## src/lcs_charge_seq.sv

```systemverilog
// Charge sequencer package and top: supply choice, charge phases, safety timers, status pins.
// What this block does
// Abort fast plus constant-voltage charge after 300 minutes, 600 with long timer.
// Accept end-of-charge and top-off current only after 300 ms persistence.
// Act on battery temperature fault only after 40 ms persistence.
// Inhibit and current-select levels are taken after 40 ms stable.
// Power down when both supplies drop below battery plus headroom.
// Power-down turns charge off and releases both status outputs.
// Wake when either supply rises above battery plus headroom.
// No charge phase starts until the selected supply passes the wake threshold.
// With both supplies valid the adapter is the charge source.
// The bus supply is used only when the adapter is absent or too low.
// Precharge drives output A, releases B, charges at 50 mA.
// Precharge moves to fast charge at the fast-charge threshold.
// Precharge timeout stops charge, drives both outputs, latches bad battery.
// Fast charge starts the charge timer, drives A, releases B.
// On bus supply, current select low gives 100 mA, high 500 mA.
// At 4.2 V go constant voltage; timer and outputs unchanged.
// End of charge is current down to 10 percent of full rate.
// Charge timeout before end of charge latches bad battery, both outputs on.
// Top-off ends at 2.5 percent current or 30/60 minute timer.
// Top-off done releases A, drives B, enters maintenance.
// Maintenance restarts fast charge when battery falls 200 mV below termination.
// A maintenance restart resets timers, drives A and releases B.
// Precharge timer starts on precharge entry and allows 30 minutes.
// Bad battery clears only by removal of the input supply.
// Temperature fault suspends charge, releases outputs, holds the timer.
// Inhibit high interrupts charge, low resumes; timers hold, outputs released.
// All timers and deglitch intervals come from one shared prescaler.

`timescale 1ns/10ps
`default_nettype none

package lcs_pkg;
  // Core clock and the millisecond prescale derived from it.
  localparam int unsigned CLK_HZ = 250_000_000;
  localparam int unsigned MS_PER_S = 1000;
  localparam int unsigned CYC_PER_MS = CLK_HZ / MS_PER_S;
  localparam int unsigned MS_PER_MIN = 60_000;
  localparam int unsigned CYC_W = 18;
  localparam int unsigned MSC_W = 16;
  localparam int unsigned MIN_W = 10;
  localparam int unsigned DGL_W = 9;
  // Safety timer limits in minutes.
  localparam logic [MIN_W-1:0] PRECHARGE_TIMER_MIN = 10'h01e;
  localparam logic [MIN_W-1:0] CHARGE_TIMER_MIN = 10'h12c;
  localparam logic [MIN_W-1:0] CHARGE_TIMER_LONG_MIN = 10'h258;
  localparam logic [MIN_W-1:0] TOPOFF_TIMER_MIN = 10'h01e;
  localparam logic [MIN_W-1:0] TOPOFF_TIMER_LONG_MIN = 10'h03c;
  // Deglitch intervals in milliseconds.
  localparam logic [DGL_W-1:0] EOC_DGL_MS = 9'h12c;
  localparam logic [DGL_W-1:0] TOPOFF_DGL_MS = 9'h12c;
  localparam logic [DGL_W-1:0] TEMP_DGL_MS = 9'h028;
  localparam logic [DGL_W-1:0] PIN_DGL_MS = 9'h028;
  // Positions of the comparator and pin inputs in the input vector.
  localparam int unsigned IN_ADP_OK = 0;
  localparam int unsigned IN_BUS_OK = 1;
  localparam int unsigned IN_ADP_ABOVE = 2;
  localparam int unsigned IN_ADP_POR = 3;
  localparam int unsigned IN_BUS_POR = 4;
  localparam int unsigned IN_FAST = 5;
  localparam int unsigned IN_TERM = 6;
  localparam int unsigned IN_RESTART = 7;
  localparam int unsigned IN_EOC = 8;
  localparam int unsigned IN_TOPOFF = 9;
  localparam int unsigned IN_TEMP = 10;
  localparam int unsigned IN_INHIBIT = 11;
  localparam int unsigned IN_SEL = 12;
  localparam int unsigned NUM_IN = 13;
  // Deglitched channels: index, source input and interval.
  localparam int unsigned DG_EOC = 0;
  localparam int unsigned DG_TOPOFF = 1;
  localparam int unsigned DG_TEMP = 2;
  localparam int unsigned DG_INHIBIT = 3;
  localparam int unsigned DG_SEL = 4;
  localparam int unsigned NUM_DG = 5;
  localparam int unsigned DG_SRC [NUM_DG] = '{IN_EOC, IN_TOPOFF, IN_TEMP, IN_INHIBIT, IN_SEL};
  localparam logic [DGL_W-1:0] DG_MS [NUM_DG] =
      '{EOC_DGL_MS, TOPOFF_DGL_MS, TEMP_DGL_MS, PIN_DGL_MS, PIN_DGL_MS};

  typedef enum logic [2:0] {
    ST_PWRDN, ST_WAIT_POR, ST_PRECHARGE, ST_FAST, ST_CV, ST_TOPOFF, ST_MAINT, ST_BAD
  } lcs_state_type;

  typedef struct packed {
    logic [DGL_W-1:0] cnt;
    logic level;
  } lcs_dgl_type;

  typedef struct packed {
    logic [NUM_IN-1:0] s1;
    logic [NUM_IN-1:0] s2;
    logic [NUM_IN-1:0] s3;
    logic [NUM_IN-1:0] filt;
    logic [CYC_W-1:0] cyc;
    logic ms_tick;
    logic [MSC_W-1:0] ms_in_min;
    logic [MIN_W-1:0] minutes;
    lcs_state_type st;
    logic chg_en;
    logic precharge;
    logic cv;
    logic sel_adp;
    logic sel_bus;
    logic bus_hi;
    logic bad;
    logic stat_a;
    logic stat_b;
    logic od_low;
  } lcs_core_type;
endpackage

module lcs_charge_seq #(
  parameter int unsigned MS_CYCLES = lcs_pkg::CYC_PER_MS,
  parameter int unsigned MS_PER_MIN = lcs_pkg::MS_PER_MIN,
  parameter logic LONG_TIMER_VARIANT = 1'b1
) (
  // Clock and reset.
  input wire logic i_core_clk,
  input wire logic i_rst,
  // Supply comparators.
  input wire logic i_adapter_supply_in_ok,
  input wire logic i_bus_supply_in_ok,
  input wire logic i_adapter_supply_in_above_batt,
  input wire logic i_adapter_supply_in_wake,
  input wire logic i_bus_supply_in_wake,
  // Battery voltage and current comparators.
  input wire logic i_batt_fast_ok,
  input wire logic i_batt_term_reached,
  input wire logic i_batt_restart_low,
  input wire logic i_chg_cur_eoc,
  input wire logic i_chg_cur_topoff,
  input wire logic i_thermistor_input_fault,
  // Host control pins.
  input wire logic i_chg_inhibit,
  input wire logic i_cur_sel,
  // Charge path control.
  output logic o_charge_en,
  output logic o_precharge_50ma,
  output logic o_cv_mode,
  output logic o_sel_adapter,
  output logic o_sel_bus,
  output logic o_bus_500ma,
  output logic o_bad_battery,
  // Open-drain status outputs.
  output logic o_status_out_a_o,
  output logic o_status_out_a_oe,
  output logic o_status_out_b_o,
  output logic o_status_out_b_oe
);
  lcs_pkg::lcs_core_type r, n;
  logic [lcs_pkg::NUM_IN-1:0] pins;
  logic [lcs_pkg::NUM_IN-1:0] agree;
  logic [lcs_pkg::NUM_DG-1:0] dg;
  logic [lcs_pkg::NUM_DG-1:0] dg_clr;
  logic powered;
  logic use_adp;
  logic wake_ok;
  logic suspend;
  logic long_sel;
  logic timing;
  logic restart;
  logic [lcs_pkg::MIN_W-1:0] chg_lim;
  logic [lcs_pkg::MIN_W-1:0] top_lim;

  assign pins = {i_cur_sel, i_chg_inhibit, i_thermistor_input_fault, i_chg_cur_topoff,
                 i_chg_cur_eoc, i_batt_restart_low, i_batt_term_reached, i_batt_fast_ok,
                 i_bus_supply_in_wake, i_adapter_supply_in_wake,
                 i_adapter_supply_in_above_batt, i_bus_supply_in_ok, i_adapter_supply_in_ok};
  assign agree = ~(r.s2 ^ r.s3);
  // Current filters restart on entry to the phase that reads them, so no stale level ends it.
  assign dg_clr = {3'h0, r.st != lcs_pkg::ST_TOPOFF, r.st != lcs_pkg::ST_CV};

  // One persistence filter per deglitched channel, all on the shared millisecond tick.
  for (genvar g = 0; g < lcs_pkg::NUM_DG; g++) begin : g_dgl
    lcs_deglitch #(
      .DGL_MS(lcs_pkg::DG_MS[g])
    ) u_dgl (
      .i_core_clk(i_core_clk),
      .i_rst(i_rst || dg_clr[g]),
      .i_ms_tick(r.ms_tick),
      .i_raw(r.filt[lcs_pkg::DG_SRC[g]]),
      .o_level(dg[g])
    );
  end

  always_comb begin
    n = r;
    restart = 1'b0;
    // Three-stage synchroniser; a change counts once stages two and three agree.
    n.s1 = pins;
    n.s2 = r.s1;
    n.s3 = r.s2;
    n.filt = (r.filt & ~agree) | (r.s3 & agree);
    // Shared millisecond prescaler, free running.
    if (r.cyc == lcs_pkg::CYC_W'(MS_CYCLES - 1)) begin
      n.cyc = '0;
      n.ms_tick = 1'b1;
    end else begin
      n.cyc = r.cyc + 18'h0_0001;
      n.ms_tick = 1'b0;
    end
    // Supply state.
    powered = r.filt[lcs_pkg::IN_ADP_OK] | r.filt[lcs_pkg::IN_BUS_OK];
    use_adp = r.filt[lcs_pkg::IN_ADP_OK] & r.filt[lcs_pkg::IN_ADP_ABOVE];
    wake_ok = use_adp ? r.filt[lcs_pkg::IN_ADP_POR] : r.filt[lcs_pkg::IN_BUS_POR];
    suspend = dg[lcs_pkg::DG_TEMP] | dg[lcs_pkg::DG_INHIBIT];
    long_sel = LONG_TIMER_VARIANT & ~dg[lcs_pkg::DG_SEL];
    chg_lim = long_sel ? lcs_pkg::CHARGE_TIMER_LONG_MIN : lcs_pkg::CHARGE_TIMER_MIN;
    top_lim = long_sel ? lcs_pkg::TOPOFF_TIMER_LONG_MIN : lcs_pkg::TOPOFF_TIMER_MIN;
    timing = (r.st inside {lcs_pkg::ST_PRECHARGE, lcs_pkg::ST_FAST, lcs_pkg::ST_CV,
                           lcs_pkg::ST_TOPOFF}) && !suspend;
    // Phase sequencing.
    if (!powered) begin
      n.st = lcs_pkg::ST_PWRDN;
    end else begin
      unique case (r.st)
        lcs_pkg::ST_PWRDN: begin
          n.st = lcs_pkg::ST_WAIT_POR;
        end
        lcs_pkg::ST_WAIT_POR: begin
          if (wake_ok) begin
            n.st = lcs_pkg::ST_PRECHARGE;
            restart = 1'b1;
          end
        end
        lcs_pkg::ST_PRECHARGE: begin
          if (!suspend) begin
            if (r.filt[lcs_pkg::IN_FAST]) begin
              n.st = lcs_pkg::ST_FAST;
              restart = 1'b1;
            end else if (r.minutes >= lcs_pkg::PRECHARGE_TIMER_MIN) begin
              n.st = lcs_pkg::ST_BAD;
            end
          end
        end
        lcs_pkg::ST_FAST: begin
          if (!suspend) begin
            if (r.minutes >= chg_lim) begin
              n.st = lcs_pkg::ST_BAD;
            end else if (r.filt[lcs_pkg::IN_TERM]) begin
              n.st = lcs_pkg::ST_CV;
            end
          end
        end
        lcs_pkg::ST_CV: begin
          if (!suspend) begin
            if (r.minutes >= chg_lim) begin
              n.st = lcs_pkg::ST_BAD;
            end else if (dg[lcs_pkg::DG_EOC]) begin
              n.st = lcs_pkg::ST_TOPOFF;
              restart = 1'b1;
            end
          end
        end
        lcs_pkg::ST_TOPOFF: begin
          if (!suspend && (dg[lcs_pkg::DG_TOPOFF] || r.minutes >= top_lim)) begin
            n.st = lcs_pkg::ST_MAINT;
          end
        end
        lcs_pkg::ST_MAINT: begin
          if (r.filt[lcs_pkg::IN_RESTART]) begin
            n.st = lcs_pkg::ST_FAST;
            restart = 1'b1;
          end
        end
        lcs_pkg::ST_BAD: begin
          n.st = lcs_pkg::ST_BAD;
        end
      endcase
    end
    // Phase timer: minutes from the shared tick, held while suspended.
    if (restart || !powered) begin
      n.ms_in_min = '0;
      n.minutes = '0;
    end else if (timing && r.ms_tick) begin
      if (r.ms_in_min == lcs_pkg::MSC_W'(MS_PER_MIN - 1)) begin
        n.ms_in_min = '0;
        n.minutes = r.minutes + 10'h001;
      end else begin
        n.ms_in_min = r.ms_in_min + 16'h0001;
      end
    end
    // Outputs follow the next phase.
    n.chg_en = (n.st inside {lcs_pkg::ST_PRECHARGE, lcs_pkg::ST_FAST, lcs_pkg::ST_CV,
                             lcs_pkg::ST_TOPOFF}) && !suspend;
    n.precharge = n.chg_en && n.st == lcs_pkg::ST_PRECHARGE;
    n.cv = n.chg_en && (n.st inside {lcs_pkg::ST_CV, lcs_pkg::ST_TOPOFF});
    n.sel_adp = powered && use_adp;
    n.sel_bus = powered && !use_adp && r.filt[lcs_pkg::IN_BUS_OK];
    n.bus_hi = n.sel_bus && dg[lcs_pkg::DG_SEL];
    n.bad = n.st == lcs_pkg::ST_BAD;
    n.stat_a = n.chg_en || n.bad;
    n.stat_b = n.bad || (n.st == lcs_pkg::ST_MAINT && !suspend);
    n.od_low = 1'b0;
  end

  always_ff @(posedge i_core_clk) begin
    if (i_rst) begin
      r <= '0;
    end else begin
      r <= n;
    end
  end

  assign o_charge_en = r.chg_en;
  assign o_precharge_50ma = r.precharge;
  assign o_cv_mode = r.cv;
  assign o_sel_adapter = r.sel_adp;
  assign o_sel_bus = r.sel_bus;
  assign o_bus_500ma = r.bus_hi;
  assign o_bad_battery = r.bad;
  assign o_status_out_a_o = r.od_low;
  assign o_status_out_a_oe = r.stat_a;
  assign o_status_out_b_o = r.od_low;
  assign o_status_out_b_oe = r.stat_b;

  a_supply_loss_down: assert property (@(posedge i_core_clk) disable iff (i_rst)
      !powered |=> r.st == lcs_pkg::ST_PWRDN ##1 !r.stat_a && !r.stat_b)
    else $error("supply loss did not power down");

  a_pwrdn_released: assert property (@(posedge i_core_clk) disable iff (i_rst)
      r.st == lcs_pkg::ST_PWRDN |-> !r.stat_a && !r.stat_b && !r.chg_en)
    else $error("power-down left a status output or charge on");

  a_wake_either: assert property (@(posedge i_core_clk) disable iff (i_rst)
      r.st == lcs_pkg::ST_PWRDN && powered |=> r.st == lcs_pkg::ST_WAIT_POR)
    else $error("no wake with a supply present");

  a_wake_gate: assert property (@(posedge i_core_clk) disable iff (i_rst)
      r.st == lcs_pkg::ST_WAIT_POR && !wake_ok |=> r.st != lcs_pkg::ST_PRECHARGE)
    else $error("charge started below wake threshold");

  a_adapter_first: assert property (@(posedge i_core_clk) disable iff (i_rst)
      use_adp |=> r.sel_adp && !r.sel_bus)
    else $error("adapter not chosen first");

  a_bad_pattern: assert property (@(posedge i_core_clk) disable iff (i_rst)
      r.st == lcs_pkg::ST_BAD |-> r.stat_a && r.stat_b && !r.chg_en && r.bad)
    else $error("bad battery pattern wrong");

  a_bad_sticky: assert property (@(posedge i_core_clk) disable iff (i_rst)
      r.st == lcs_pkg::ST_BAD && powered |=> r.st == lcs_pkg::ST_BAD)
    else $error("bad battery cleared without supply removal");

  a_fast_entry: assert property (@(posedge i_core_clk) disable iff (i_rst)
      r.st == lcs_pkg::ST_PRECHARGE && powered && !suspend && r.filt[lcs_pkg::IN_FAST]
      |=> r.st == lcs_pkg::ST_FAST && r.minutes == '0 && r.stat_a && !r.stat_b)
    else $error("fast charge entry wrong");

  a_charge_timeout: assert property (@(posedge i_core_clk) disable iff (i_rst)
      r.st inside {lcs_pkg::ST_FAST, lcs_pkg::ST_CV} && powered && !suspend && r.minutes >= chg_lim
      |=> r.st == lcs_pkg::ST_BAD)
    else $error("charge timer expiry ignored");

  a_restart_reset: assert property (@(posedge i_core_clk) disable iff (i_rst)
      r.st == lcs_pkg::ST_MAINT && powered && r.filt[lcs_pkg::IN_RESTART]
      |=> r.st == lcs_pkg::ST_FAST && r.minutes == '0 && r.ms_in_min == '0)
    else $error("maintenance restart did not reset timers");

  a_suspend_hold: assert property (@(posedge i_core_clk) disable iff (i_rst)
      suspend && powered && r.st == lcs_pkg::ST_FAST
      |=> $stable(r.minutes) && !r.stat_a && !r.chg_en)
    else $error("suspend did not hold timer or release outputs");
endmodule

`default_nettype wire

```

## src/lcs_deglitch.sv

```systemverilog
// Persistence filter that takes a new input level after a fixed run of millisecond ticks.

`timescale 1ns/10ps
`default_nettype none

module lcs_deglitch #(
  parameter logic [lcs_pkg::DGL_W-1:0] DGL_MS = lcs_pkg::PIN_DGL_MS
) (
  // Clock and reset.
  input wire logic i_core_clk,
  input wire logic i_rst,
  // Millisecond tick and filtered raw level.
  input wire logic i_ms_tick,
  input wire logic i_raw,
  // Accepted level.
  output logic o_level
);
  lcs_pkg::lcs_dgl_type r, n;

  // A new level is taken only after it has differed from the held one for DGL_MS ticks.
  always_comb begin
    n = r;
    if (i_raw == r.level) begin
      n.cnt = '0;
    end else if (i_ms_tick) begin
      if (r.cnt == DGL_MS - 9'h001) begin
        n.cnt = '0;
        n.level = i_raw;
      end else begin
        n.cnt = r.cnt + 9'h001;
      end
    end
  end

  always_ff @(posedge i_core_clk) begin
    if (i_rst) begin
      r <= '0;
    end else begin
      r <= n;
    end
  end

  assign o_level = r.level;

  a_level_after_count: assert property (@(posedge i_core_clk) disable iff (i_rst)
      $changed(r.level) |-> $past(r.cnt) == DGL_MS - 9'h001 && $past(i_ms_tick))
    else $error("deglitch level changed before its interval ran out");
endmodule

`default_nettype wire

```

## config.mk

```make
export PLATFORM = sky130hd
export DESIGN_NAME = lcs_charge_seq
export DESIGN_NICKNAME = d
export VERILOG_FILES = /design/src/lcs_charge_seq.sv /design/src/lcs_deglitch.sv
export SDC_FILE = /design/constraint.sdc
export NUM_CORES = 1
export LEC_CHECK = 0
export BUFFER_PORTS_ARGS = -buffer_cell sky130_fd_sc_hd__buf_2
export CORE_MARGIN = 1.5
export CORE_UTILIZATION = 65
export DETAILED_ROUTE_END_ITERATION = 8
export PLACE_DENSITY = 0.94
export SETUP_SLACK_MARGIN = 0.1
export SLEW_MARGIN = 20
export SYNTH_ARGS = -nofsm -noshare
export SYNTH_HDL_FRONTEND = slang
export SYNTH_SLANG_ARGS = --single-unit
```

## constraint.sdc

```tcl
create_clock -name i_core_clk -period 5.7 [get_ports i_core_clk]
set_input_delay 1.71 -clock i_core_clk [delete_from_list [all_inputs] [get_ports i_core_clk]]
set_output_delay 1.71 -clock i_core_clk [all_outputs]
set_load 0.1 [all_outputs]
```

==> results by group <==
Worst setup path
  – R2R cell count: 8
  – Crit path launch: i_rst
  – CP Launch Type: input pin
  – R2R Path Start: g_dgl[4].u_dgl.o_level
  – Worst EP required: 6.15 ns
  – Worst setup EP type: flip-flop
  – R2r setup slk: 2.70 ns
  – Worst r2r dst: r[26]
  – Max FO, Critical Path: 14
  – Worst Setup Path Type: in -> reg
  – Critical path arrival: 3.52 ns

Finish
  – Final nets: 769
  – Final core occ: 75.8%
  – P&R area growth vs syn: 13.4%
  – Fillers: between 500 and 600
  – Footprint of the multi-input gates: 3220 µm²
  – Antenna Cells: 0
  – Sequential standard cell area: 3180 µm²
  – Layout cells sized above 1: roughly a tenth

STA
  – Clk_skew: 0.00881 ns
  – RSZ-0062 raised after global routing: no
  – Fin. Hold Viols: 0
  – Final Max Slew Viols: 0
  – Slew HR: 53.5%
  – # setup viols final: 0
  – Final min period: 3.07 ns
  – Actual slew at the worst max-slew pin: 0.691 ns
  – Timing-limited maximum frequency: 326 MHz
  – Fin Setup TNS: 0 ns
  – Final period utilization: between 50 and 60%

Floorplanning
  – Die Footprint: 10700 µm²
  – I/O pins: 26
  – Core region area: 9770 µm²
  – Initial Utilization: around two thirds
  – Die Y: 103 µm
  – Row Count: 36
  – Horiz. Die Dim: 103 µm

Synthesis
  – Synth top area cells: dfxtp_1 (49%), nor2_1 (6.8%), xnor2_1 (5.5%), xor2_1 (5.4%), nor2b_1 (4.1%)
  – Post-synth ARST share: 0%
  – Post-synth top area share: 48.7%
  – Synth Instances: 710
  – Most numerous cell in the Yosys netlist: dfxtp_1
  – Mapped cell area: ~6500 µm²
  – Synth Register Bits: 159
  – Main flop type after synthesis: dfxtp_1
  – Sequential share of the synthesized area: 48.7%
  – Distinct cells, synth: between 50 and 60
  – Top post-synthesis cells by count: dfxtp_1 (159), nor2_1 (119), nand2_1 (51)
  – EDFF count, synth: 0
  – Synth warn: 0
  – Syn Area/Cell: 9.20 µm²
  – Largest area contributor in the netlist: dfxtp_1

Detailed routing
  – Via density: 6.08
  – Post-Route WL: ~15000 µm
  – DRC violations left: 0
  – Routed Antenna Nets: 0
  – Routed len/inst: 17.4 µm
  – First-pass DRT Iterations: 5
  – Initial DRC Count: 555
  – Vias after detailed routing: between 5k and 6k

Global routing
  – Largest net degree at the start of global routing: 70
  – First-pass GRT wire length: 25300 µm
  – GRT Overall Usage: 31.1%
  – Initial antenna violation count: 0
  – Vias in the first global route: 5328
  – Overflow after GRT: 0

CTS
  – Post-CTS Repair Setup Buffers: 0
  – PostCTS Resize Cnt: 0
  – Clk Latency, worst-skew pair: approximately 0.54 ns
  – Htree depth: 4
  – Inserted Clock Buffers: 17
  – Max Buffers Root-to-Sink: 2
  – Clk slew on worst S/H paths: 0.06 ns
  – Sink Count: 159
  – Hold Buf Count CTS: 0
  – TritonCTS clock tree: yes
  – Root Buffer: clkbuf_8

Power and ir drop
  – Pleak: about 2.6 nW
  – Pwr dens: 330 nW/µm²
  – Peak VDD IR: 0.269 mV

Worst hold path
  – HP Class: reg -> reg
  – Hold Path End: n[76]
  – HP Start: n[89]
  – Hold depth: 1

Placement
  – HPWL after DPL: between 8000 and 9000 µm
  – Port bufs: 23
  – Placer Congestion: about 0.86

Status
  – Status: finished clean

Job
  – Maxcap violations: 0
==> worst max-delay path: stages <==
cell and delay [ns]:
buf_2 0.12, o21bai_1 0.18, a41oi_1 0.21, nand2_1 0.11, a211o_1 0.44, nand2b_1 0.48
nor2_1 0.26
==> worst max path at each step <==
stage	depth (start not counted)	slack, ns	endpoint
detailed placement	7	2.30	r[31]
floorplan	5	2.81	o_status_out_a_oe
finish	7	2.63	r[26]
global placement	7	2.42	r[34]
global route	7	2.59	r[26]
CTS	1	2.68	o_bus_500ma
==> sequential cells by signal (all words and copies together), names as in the netlist, named ones only <==
name and flops:
r 61, g_dgl.u_dgl.r 45, n 26, g_dgl.u_dgl.o_level 5, o_bad_battery 1, o_bus_500ma 1
o_charge_en 1, o_cv_mode 1, o_precharge_50ma 1, o_sel_adapter 1, o_sel_bus 1, o_status_out_a_oe 1
o_status_out_b_oe 1
==> metal layers <==
metal | share of wire, % | up-vias | wire length, µm | global-route usage (%)
met1 | 39 | 2475 | 6010 | 35.3
met2 | 49 | 323 | 7460 | 52.3
li1 | - | 2462 | - | -
met4 | 5.0 | 0 | 760 | 19.0
met3 | 7.0 | 90 | 1070 | 8.40
met5 | 0 | - | 0 | 0
==> cells by family after synthesis <==
kind of cell / count (synthesis) / synth area share [%]
other: 1 / 0.0574
muxes: 9 / 1.38
and+or+nand+nor: 342 / 26.6
adders and majority gates: 20 / 3.83
DFF: 159 / 48.7
AOI/OAI and AO/OA: 65 / 6.47
xor gates and xnor gates: 81 / 10.9
buffers and inverters: 33 / 2.09
==> stage by stage <==
step                instances  area, µm²  power (mW)  setup WS [ns]  hold slack, ns
finish                    880       7410        2.44           2.63           0.436
global route              880       7410        2.50           2.59           0.456
CTS                       880       7410        2.44           2.68           0.438
detailed placement        848       6740        1.19           2.30           0.424
global placement          848       6740        1.19           2.42           0.416
floorplan                 711       6540        1.18           2.81           0.414
==> report_power, final <==
group          switching [mW]  leakage [nW]  internal, mW  total, mW
clock network           0.444         0.325         0.835       1.28
registers             0.00681          1.29          1.12       1.13
logic                  0.0208         0.986        0.0123     0.0331
total                   0.471          2.60          1.97       2.44
==> cell usage in the layout (no fill, tap or decap), types with 2 or more instances in the layout <==
master	count
nand2_1	51
nand2b_1	4
and2_1	3
clkbuf_8	4
clkbuf_1	2
nand4_1	31
xnor2_1	41
or2_2	6
xor2_1	40
nor3_1	16
or4b_2	2
or4_1	4
clkinv_2	2
nand3b_1	3
mux2i_1	9
nor2b_1	43
inv_1	12
o211ai_1	3
or3_1	5
dfxtp_1	159
a211oi_1	3
nor3b_1	2
a21oi_1	26
buf_2	23
ha_1	20
a21boi_0	2
and3_1	5
nor2_1	119
nand3_1	27
bufinv_16	6
o21ai_0	17
and4_1	4
a31oi_1	2
conb_1	2
clkbuf_16	16
nor4_1	4
buf_4	2
==> cell type report <==
type / instances / share of cell area, %
Sequential cell: 159 / 42.9
Multi-Input combinational cell: 519 / 43.4
Timing Repair Buffer: 25 / 1.76
Clock inverter: 10 / 2.78
Inverter: 12 / 0.608
Clock buffer: 22 / 6.24
Tap cell: 133 / 2.24
(Power assumes the default switching activity.)
